$ cat src/core/dma_pkg.sv
// Shared types and constants for the four-channel peripheral/SRAM transfer engine
package dma_pkg;
    // ========================================================================
    // Sizes
    localparam int NUM_CH = 4;
    localparam int ADDR_W = 16;
    localparam int DATA_W = 16;
    localparam int CNT_W = 14;
    localparam int SEL_W = 8;
    localparam int SRC_W = 4;

    // ========================================================================
    // Request source codes
    localparam logic [SRC_W-1:0] SRC_CAN = 4'h0;
    localparam logic [SRC_W-1:0] SRC_ADC = 4'h1;
    localparam logic [SRC_W-1:0] SRC_SPI = 4'h2;
    localparam logic [SRC_W-1:0] SRC_UART = 4'h3;
    localparam logic [SRC_W-1:0] SRC_IC = 4'h4;
    localparam logic [SRC_W-1:0] SRC_OC = 4'h5;
    localparam logic [SRC_W-1:0] SRC_TIMER = 4'h6;
    localparam logic [SRC_W-1:0] SRC_EXTINT = 4'h7;
    localparam logic [SRC_W-1:0] SRC_MANUAL = 4'h8;

    // ========================================================================
    // Reset values
    localparam logic [CNT_W-1:0] CNT_RESET = 14'h0000;
    localparam logic [ADDR_W-1:0] ADDR_RESET = 16'h0000;
    localparam logic [DATA_W-1:0] DATA_RESET = 16'h0000;
    localparam logic [NUM_CH-1:0] CH_NONE = 4'h0;

    // Direction: 0 = peripheral to SRAM, 1 = SRAM to peripheral
    localparam logic DIR_TO_SRAM = 1'b0;
    localparam logic DIR_TO_PERIPH = 1'b1;

    // Per-channel configuration
    typedef struct packed {
        logic enable;
        logic dir;
        logic post_inc;
        logic [SRC_W-1:0] source;
        logic [ADDR_W-1:0] periph_addr;
        logic [ADDR_W-1:0] sram_start;
        logic [CNT_W-1:0] count;
    } ch_cfg_t;

    // Memory-side bus request
    typedef struct packed {
        logic req;
        logic we;
        logic [ADDR_W-1:0] addr;
        logic [DATA_W-1:0] wdata;
    } bus_req_t;

    typedef enum logic [3:0] {
        ST_IDLE  = 4'b0001,
        ST_READ  = 4'b0010,
        ST_WRITE = 4'b0100,
        ST_DONE  = 4'b1000
    } xfer_state_t;
endpackage : dma_pkg

$ cat src/core/dma_ch_state.sv
// Per-channel transfer state: live address, words left, pending request
`timescale 1ns/1ps
`default_nettype none
module dma_ch_state
    import dma_pkg::*;
(
    input wire logic i_clk,
    input wire logic i_rstn,
    input wire ch_cfg_t i_cfg,
    input wire logic i_start,
    input wire logic i_trigger,
    input wire logic i_word_done,
    output logic o_pending,
    output logic o_last,
    output logic [ADDR_W-1:0] o_addr
);
    logic [ADDR_W-1:0] addr_reg;
    logic [CNT_W-1:0] left_reg;
    logic pend_reg;
    logic active_reg;
    wire logic [ADDR_W-1:0] addr_step = i_cfg.post_inc ? addr_reg + 16'h0002 : addr_reg;

    always_ff @(posedge i_clk) begin
        if (!i_rstn) begin
            addr_reg <= ADDR_RESET;
            left_reg <= CNT_RESET;
            pend_reg <= 1'b0;
            active_reg <= 1'b0;
        end else if (i_start) begin
            addr_reg <= i_cfg.sram_start;
            left_reg <= i_cfg.count;
            active_reg <= 1'b1;
            pend_reg <= 1'b0;
        end else begin
            // A new trigger wins over the service of an older one
            if (i_trigger && active_reg && i_cfg.enable)
                pend_reg <= 1'b1;
            else if (i_word_done)
                pend_reg <= 1'b0;
            if (i_word_done) begin
                addr_reg <= addr_step;
                left_reg <= left_reg - 14'h0001;
                if (left_reg == CNT_RESET)
                    active_reg <= 1'b0;
            end
        end
    end

    assign o_pending = pend_reg;
    assign o_last = (left_reg == CNT_RESET);
    assign o_addr = addr_reg;
endmodule : dma_ch_state
`default_nettype wire

$ cat src/core/peripheral_sram_dma_core.sv
// Four-channel engine copying words between peripheral registers and SRAM
// Summary of operation
// - Copy words between peripheral data registers and SRAM without the CPU.
// - Addresses span the full 16-bit data space.
// - Memory bus goes through shared arbiter; engine stalls until granted.
// - Four channels, each with its own configuration and transfer state.
// - Each channel moves data toward or away from one chosen peripheral.
// - Sources include CAN, ADC, SPI, UART, input capture, output compare.
// - A channel moves data one way only; two channels serve both ways.
// - Fixed priority by channel number; losers stay pending.
// - Block finished raises a per-channel interrupt pulse to the CPU.
// - Timer and external interrupt events may also start transfers.
`timescale 1ns/1ps
`default_nettype none
module peripheral_sram_dma_core
    import dma_pkg::*;
(
    input wire logic i_clk,
    input wire logic i_rstn,
    input wire ch_cfg_t [NUM_CH-1:0] i_cfg,
    input wire logic [NUM_CH-1:0] i_start,
    input wire logic [SEL_W-1:0] i_periph_req,
    input wire logic i_grant,
    input wire logic [DATA_W-1:0] i_rdata,
    output bus_req_t o_bus,
    output logic [NUM_CH-1:0] o_block_irq,
    output logic [NUM_CH-1:0] o_busy
);
    // ========================================================================
    // Request routing
    // Sources 0..7 are peripheral, timer and external interrupt lines
    logic [NUM_CH-1:0] trig;
    logic [NUM_CH-1:0] pending;
    logic [NUM_CH-1:0] last;
    logic [NUM_CH-1:0] done_pulse;
    logic [ADDR_W-1:0] ch_addr [NUM_CH];

    genvar g;
    generate
        for (g = 0; g < NUM_CH; g++) begin : g_ch
            assign trig[g] = (i_cfg[g].source == SRC_MANUAL) ? 1'b0
                           : i_periph_req[i_cfg[g].source[2:0]];
            dma_ch_state u_state (
                .i_clk(i_clk),
                .i_rstn(i_rstn),
                .i_cfg(i_cfg[g]),
                .i_start(i_start[g]),
                .i_trigger(trig[g]),
                .i_word_done(done_pulse[g]),
                .o_pending(pending[g]),
                .o_last(last[g]),
                .o_addr(ch_addr[g])
            );
        end
    endgenerate

    // ========================================================================
    // Arbitration
    // lowest number wins
    wire logic [NUM_CH-1:0] winner = pending & (~pending + 4'h1);
    logic [1:0] win_idx;
    always_comb begin
        win_idx = 2'd0;
        for (int i = NUM_CH - 1; i >= 0; i--) begin
            if (winner[i])
                win_idx = 2'(i);
        end
    end

    // ========================================================================
    // Transfer sequencer
    xfer_state_t state_reg, state_next;
    logic [1:0] ch_reg;
    logic [DATA_W-1:0] data_reg;
    bus_req_t bus_reg, bus_next;
    logic [NUM_CH-1:0] irq_reg;
    logic [NUM_CH-1:0] busy_reg;
    logic [NUM_CH-1:0] start_seen_reg;

    wire ch_cfg_t cur = i_cfg[ch_reg];
    wire logic to_sram = (cur.dir == DIR_TO_SRAM);
    wire logic [ADDR_W-1:0] rd_addr = to_sram ? cur.periph_addr : ch_addr[ch_reg];
    wire logic [ADDR_W-1:0] wr_addr = to_sram ? ch_addr[ch_reg] : cur.periph_addr;

    always_comb begin
        state_next = state_reg;
        bus_next = bus_reg;
        case (state_reg)
            ST_IDLE: begin
                bus_next.req = 1'b0;
                if (pending != CH_NONE) begin
                    state_next = ST_READ;
                end
            end
            ST_READ: begin
                bus_next.req = 1'b1;
                bus_next.we = 1'b0;
                bus_next.addr = rd_addr;
                if (bus_reg.req && !bus_reg.we && i_grant) begin
                    bus_next.req = 1'b0;
                    state_next = ST_WRITE;
                end
            end
            ST_WRITE: begin
                bus_next.req = 1'b1;
                bus_next.we = 1'b1;
                bus_next.addr = wr_addr;
                bus_next.wdata = data_reg;
                if (bus_reg.req && bus_reg.we && i_grant) begin
                    bus_next.req = 1'b0;
                    state_next = ST_DONE;
                end
            end
            ST_DONE: begin
                bus_next.req = 1'b0;
                state_next = ST_IDLE;
            end
            default: begin
                bus_next = '0;
                state_next = ST_IDLE;
            end
        endcase
    end

    always_ff @(posedge i_clk) begin
        if (!i_rstn) begin
            state_reg <= ST_IDLE;
            bus_reg <= '0;
            ch_reg <= 2'd0;
            data_reg <= DATA_RESET;
        end else begin
            state_reg <= state_next;
            bus_reg <= bus_next;
            if (state_reg == ST_IDLE)
                ch_reg <= win_idx;
            if (state_reg == ST_READ && bus_reg.req && i_grant)
                data_reg <= i_rdata;
        end
    end

    // ========================================================================
    // Completion and interrupts
    always_comb begin
        done_pulse = CH_NONE;
        if (state_reg == ST_DONE)
            done_pulse[ch_reg] = 1'b1;
    end

    always_ff @(posedge i_clk) begin
        if (!i_rstn) begin
            irq_reg <= CH_NONE;
            busy_reg <= CH_NONE;
        end else begin
            irq_reg <= done_pulse & last;
            busy_reg <= (busy_reg | i_start) & ~(done_pulse & last);
        end
    end

    assign o_bus = bus_reg;
    assign o_block_irq = irq_reg;
    assign o_busy = busy_reg;
endmodule : peripheral_sram_dma_core
`default_nettype wire

$ cat config.mk
export PLATFORM = sky130hd
export DESIGN_NAME = peripheral_sram_dma_core
export DESIGN_NICKNAME = d
export VERILOG_FILES = /design/src/core/dma_pkg.sv /design/src/core/dma_ch_state.sv /design/src/core/peripheral_sram_dma_core.sv
export SDC_FILE = /design/constraint.sdc
export NUM_CORES = 1
export LEC_CHECK = 0
export BUFFER_PORTS_ARGS = -buffer_cell sky130_fd_sc_hd__buf_4
export CORE_UTILIZATION = 55
export CTS_BUF_LIST = sky130_fd_sc_hd__clkbuf_4
export DETAILED_ROUTE_END_ITERATION = 10
export PLACE_DENSITY = 0.86
export SYNTH_ARGS = -nofsm -noshare
export SYNTH_HDL_FRONTEND = slang
export SYNTH_SLANG_ARGS = --single-unit
$ cat constraint.sdc
create_clock -name i_clk -period 2.7 [get_ports i_clk]
set_clock_uncertainty 0.05 [all_clocks]
set_input_delay 0.81 -clock i_clk [delete_from_list [all_inputs] [get_ports i_clk]]
set_output_delay 0.81 -clock i_clk [all_outputs]
set_load 0.01 [all_outputs]
== Word-level counts from Yosys, hierarchy flattened ==
Cells that the tools add are included.

* Register bits after elaboration: 192
* Latch bits: 0
* Memory bits (writable): 0
* Memory bits (read-only): 0
* Input bits: 243
* Output and inout bits: 42
* Memories kept: 0

* Add/sub/neg operators: 9
* Multipliers: 0
* Div/mod/pow operators: 0
* $lt $le $gt $ge: 7
* Equal/unequal tests: 11
* Shifts and indexed selects: 0
* Muxes and demuxes: 75
* Bitwise logic cells: 8
* Reductions and logical operators: 52

{| class="wikitable"
|+ Operators by type and width
! operator !! number
|-
| 16-bit 2-to-1 mux || 16
|-
| 14-bit 2-to-1 mux || 8
|-
| 53-bit binary-select mux with 2-bit select || 1
|-
| 16-bit by 2-bit adder with 16-bit output, second input constant || 4
|-
| 14-bit logical NOT || 4
|-
| 14-bit by 1-bit subtractor with 14-bit output, second input constant || 4
|-
| 52-bit 2-to-1 mux || 1
|-
| 17-bit one-hot mux with 3 select lines || 1
|-
| 16-bit binary-select mux with 2-bit select || 1
|-
| 16-bit one-hot mux with 2 select lines || 1
|-
| 2-bit nonzero test || 16
|-
| 1-bit 2-to-1 mux || 31
|-
| 4-bit == test, second input constant || 5
|-
| 3-bit by 4-bit less-than comparator with 1-bit output, second input constant || 4
|-
| 4-bit 2-to-1 mux || 4
|-
| 2-bit AND reduction || 8
|-
| 1-bit logical AND || 15
|-
| 4-bit bitwise AND || 3
|-
| 1-bit binary-select mux with 3-bit select || 4
|-
| 4-bit one-hot mux with 3 select lines || 1
|-
| 2-bit OR reduction || 5
|-
| 2-bit 2-to-1 mux || 4
|-
| 4-bit inverter || 2
|-
| 2-bit inequality test, second input constant || 3
|-
| other kinds (16) || 16
|}

== Logic depth before layout (Yosys ltp) ==
* Word-level depth: 8
* Depth in mapped cells: 8

== Cells and area by module ==
A second synthesis with hierarchy kept.

* Cells, all modules: 1,168
* Area, all modules: 10,652.7 µm²

{| class="wikitable"
|+ Modules (own cells, without submodules)
! module !! instances !! cells each !! area an instance (µm²) !! seq. area each (µm²)
|-
| dma_ch_state || 4 || 203 || 1,667.8 || 640.6
|-
| peripheral_sram_dma_core || 1 || 356 || 3,981.3 || 1,281.2
|}

== Worst setup path before layout ==
OpenSTA, ideal clock, no wires.

* Path kind: input to register
* Start point: input port i_cfg[210] (netlist name)
* End point: register bus_reg, in the netlist o_bus[18]
* Setup time: 0.122 ns
* Arrival time: 2.179 ns
* Path slack: 0.349 ns
* Cell stages on the path: 5
* Cells stage by stage: mux4_2 -> clkbuf_1 -> mux2_2 -> a221oi_1 -> nor2_1

* Cells in the longest elaborated chain, start to end: 4
* Elaborated cells between the ends (all ways): 5

{| class="wikitable"
|+ Ends and longest elaborated chain
! element !! line !! text
|-
| start: declaration || peripheral_sram_dma_core.sv:20 || <nowiki>input wire ch_cfg_t [NUM_CH-1:0] i_cfg,</nowiki>
|-
| 53-bit binary-select mux with 2-bit select (*) || peripheral_sram_dma_core.sv:80 || <nowiki>wire ch_cfg_t cur = i_cfg[ch_reg];</nowiki>
|-
| 52-bit 2-to-1 mux (not written as such) (*) || peripheral_sram_dma_core.sv:80 ||
|-
| 16-bit 2-to-1 mux (on tied branches) || peripheral_sram_dma_core.sv:83, peripheral_sram_dma_core.sv:82 ||
|-
| 17-bit one-hot mux with 3 select lines (*) || peripheral_sram_dma_core.sv:88 || <nowiki>case (state_reg)</nowiki>
|-
| end signal: assignment || peripheral_sram_dma_core.sv:133 || <nowiki>bus_reg <= bus_next;</nowiki>
|-
| end: declaration || peripheral_sram_dma_core.sv:75 || <nowiki>bus_req_t bus_reg, bus_next;</nowiki>
|}

Mark *: on every way between the ends. The rest lies on a longest branch, timed or not. The select of a mux whose other input is x is not followed.
A chain may end at the register's enable or synchronous reset.

== Final worst setup path ==
* Start point: register state_reg[3]
* End point: register g_ch[0].u_state.addr_reg[10]

* Cells in the longest elaborated chain, start to end: 4

{| class="wikitable"
|+ Ends and longest elaborated chain
! element !! line !! text
|-
| start: declaration || peripheral_sram_dma_core.sv:72 || <nowiki>xfer_state_t state_reg, state_next;</nowiki>
|-
| start signal: assignment || peripheral_sram_dma_core.sv:132 || <nowiki>state_reg <= state_next;</nowiki>
|-
| 4-bit == test || peripheral_sram_dma_core.sv:145 || <nowiki>if (state_reg == ST_DONE)</nowiki>
|-
| 4-bit 2-to-1 mux || peripheral_sram_dma_core.sv:145 ||
|-
| 2-bit nonzero test (no source line) || -- ||
|-
| 2-bit AND reduction (no source line) || -- ||
|-
| end signal: assignment || dma_ch_state.sv:30 || <nowiki>addr_reg <= i_cfg.sram_start;</nowiki>
|-
| end signal: assignment || dma_ch_state.sv:41 || <nowiki>addr_reg <= addr_step;</nowiki>
|-
| end: declaration || dma_ch_state.sv:17 || <nowiki>logic [ADDR_W-1:0] addr_reg;</nowiki>
|}

No other way between the ends.

==> flow_metrics.py <==
metrics = {
    "status": {
        "status": "completed",
    },
    "sta": {
        "worst-slew-pin-transition_ps": 657.7,
        "finalCritPeriodShare": 0.8817,
        "slew_viol_final": 0,
        "min_period_ps": 2381,
        "finalSetupViolations": 0,
        "hold_viol_final": 0,
        "max_freq_mhz": 420.1,
        "grt_setup_unrepaired": "no",
        "setup-tns-final_ps": 0,
        "hold-worst-slack_ps": 329.2,
        "slew_headroom": 0.5604,
    },
    "setup_path": {
        "worstSetupPathType": "flip-flop to flip-flop",
        "worstPathRequired_ps": 3180,
        "r2r_start": "state_reg[3]$_SDFFE_PN0P_",
        "rrSetupSlack_ps": 320,
        "reg2regPathDepth": 6,
        "endpoint_kind": "flip-flop",
        "slowest_delay_ps": 560,
        "slowest_stage": "dfxtp_1",
        "path_max_fanout": 24,
        "timing.rr.end": "g_ch[0].u_state.o_addr[10]$_SDFFE_PN0P_",
        "arrival_ps": 2860,
        "cp_cell_sequence": "nor4b_4 > buf_12 > nand3_1 > buf_4 > or4_1 > a31oi_1",
        "startpoint_type": "flip-flop",
    },
    "worst_hold_path": {
        "hp-class": "primary input to flip-flop",
        "worstHoldEndpoint": "o_bus[33]$_SDFF_PN0_",
        "worstHoldStart": "i_grant",
        "min_path_cells": 2,
    },
    "floorplan": {
        "die_x_um": 141.0,
        "pin_count": 285,
        "core-area_um2": 18830,
        "num_rows": 50,
        "die_y_um": 141.0,
        "die-area_um2": 19890,
        "start_util": 0.5647,
    },
    "yosys": {
        "synth_top_family_by_area": "compound AO/OA/AOI/OAI gates",
        "synthCells": 1187,
        "synthMuxAreaShare": 0.1330,
        "synth_cell_type_count": 56,
        "synth_edf_count": 0,
        "synth_xor_xnor_area_share": 0.04201,
        "synthArstFlopShare": 0,
        "yosysSeqAreaShare": 0.3615,
        "synth_compound_area_frac": 0.2098,
        "synth_nets": 1438,
        "synthAdderAreaFrac": 0.009414,
        "syn_area_um2": 10630,
        "synth-simple-area-share": 0.2053,
        "syn_avg_cell_area_um2": 8.958,
        "yosysWarnings": 0,
        "synth-seq-cells": 192,
        "ys.flop_type": "dfxtp_1",
    },
    "final_layout": {
        "drive_above_1_share": 0.3064,
        "multiInputGateArea_um2": 6402,
        "final-seq-area_um2": 3846,
        "largest_reg_flops": 64,
        "final_core_util": 0.7124,
        "nets": 1684,
        "areaGrowthSynthToFinish_pct": 26.16,
        "final_area_um2": 13410,
        "num-fill-cells": 1497,
        "layout_common_cells": "buf_4, dfxtp_1, o21ai_0",
        "mostFrequentLayoutCell": "buf_4",
    },
    "cts": {
        "hold_buffers": 0,
        "cts_buffers": 17,
        "cts_setup_buffers": 0,
        "htree_levels": 4,
        "clk_path_buf_depth": 2,
        "cts_tree": "yes",
        "clock-sinks": 192,
        "cts.clk_slew.worst_paths_ps": 200,
        "insertion_delay_ps": 620,
        "root_buffer": "clkbuf_4",
        "post_cts_resize_count": 0,
    },
    "power_and_ir_drop": {
        "power_uw": 6191,
        "p_per_area_nw_per_um2": 461.5,
        "vdd_drop_max_mv": 0.2956,
        "p_leak_uw": 0.005085,
    },
    "placed_design": {
        "gp_congestion": 0.9187,
        "placed_cell_area_um2": 13050,
        "port_buffers": 284,
        "hpwl_um": 22950,
    },
    "route": {
        "drc": 0,
        "first_pass_iters": 6,
        "routed_wl_um": 30790,
        "routedWlPerCell_um": 18.03,
        "drtIter0Drc": 696,
        "viasPerCell": 6.149,
        "dr_total_vias": 10500,
        "antenna_left": 0,
    },
    "global_routing": {
        "grt_pass1_vias": 9489,
        "grt_overflow_total": 0,
        "antenna_found_initial": 2,
        "grt_pass1_wl_um": 47800,
        "track_usage": 0.3037,
        "grt_max_degree": 55,
    },
    "run": {
        "drv_cap": 0,
    },
}
-- worst max path at each step --
stage                                         start                                       to  slack, ps  cells after the start
after floorplan                          i_cfg[210]                   o_bus[18]$_SDFFE_PN0N_        350                      5
after global placement                   i_cfg[210]                   o_bus[27]$_SDFFE_PN0N_        250                      6
after detailed placement                 i_cfg[210]                   o_bus[26]$_SDFFE_PN0N_        140                      6
after CTS                 state_reg[3]$_SDFFE_PN0P_  g_ch[0].u_state.o_addr[10]$_SDFFE_PN0P_        360                      6
after global routing      state_reg[2]$_SDFFE_PN0P_                 data_reg[2]$_SDFFE_PN0P_        110                      4
final                     state_reg[3]$_SDFFE_PN0P_  g_ch[0].u_state.o_addr[10]$_SDFFE_PN0P_        320                      6
-- metrics by stage --
| stage | worst slack, ps | std cells |
|---|---|---|
| 3_5_place_dp | 139.2 | 1674 |
| 4_1_cts | 364.7 | 1706 |
| 2_1_floorplan | 349.1 | 1187 |
| 5_1_grt | 109.2 | 1707 |
| 3_3_place_gp | 246.9 | 1674 |
| 6_report | 319.4 | 1708 |
-- worst max-delay path, delay by kind of cell (launching register included) --
| kind | cells | cell delay [ps] |
|---|---|---|
| AOI/OAI and AO/OA | 1 | 190 |
| buffers and inverters | 2 | 470 |
| DFF | 1 | 560 |
| and+or+nand+nor | 3 | 1020 |
-- per-layer routing --
layer  track usage  wire, um  up-vias
li1              -         -     5042
met5             0         0        -
met4        0.1453      1233        0
met3       0.07711      2575       91
met2        0.4941     14530      439
met1        0.3765     12450     4931
-- cell families after synthesis --
logic type	Yosys count
and+or+nand+nor	380
AOI/OAI and AO/OA	364
buffers and inverters	106
adders and majority gates	8
DFF	192
muxes	86
xor gates and xnor gates	51
-- where the power goes --
| part | internal, uW | total, uW | switching, uW | leakage (uW) |
|---|---|---|---|---|
| sequential | 3010 | 3210 | 196 | 0.00158 |
| clock | 506 | 1790 | 1280 | 0.000185 |
| combinational | 659 | 1200 | 536 | 0.00332 |
-- layout make-up --
type,instances,share of cell area
Tap cell,260,0.02425
Multi-Input combinational cell,889,0.4773
Antenna cell,2,0.0003731
Timing Repair Buffer,316,0.1796
Inverter,17,0.004757
Clock buffer,17,0.009514
Clock inverter,15,0.01744
Sequential cell,192,0.2867
-- cells in the mapped netlist, drive strengths merged, types with 13 or more instances --
cell    instances  area [um2]
buf            19       87.58
inv            15       56.30
or4            32       247.7
a221oi         16       140.1
nor4           14       87.58
o21ai         149       745.7
a21boi         22       165.2
dfxtp         192        3844
nand3          45       225.2
o31ai          24       180.2
xnor2          18       157.7
a31oi          51       319.1
nand4          34       212.7
mux4           41       923.4
nor2           40       150.1
a22oi          16       120.1
a21oi          51       255.2
or3            31       196.4
clkbuf         70       262.8
nor3           15       75.07
mux2i          13       130.1
nand2          66       247.7
nor2b          34       212.7
xor2           33       289.0
mux2           32       360.4
Note: power is estimated with default switching activity, not from simulation.
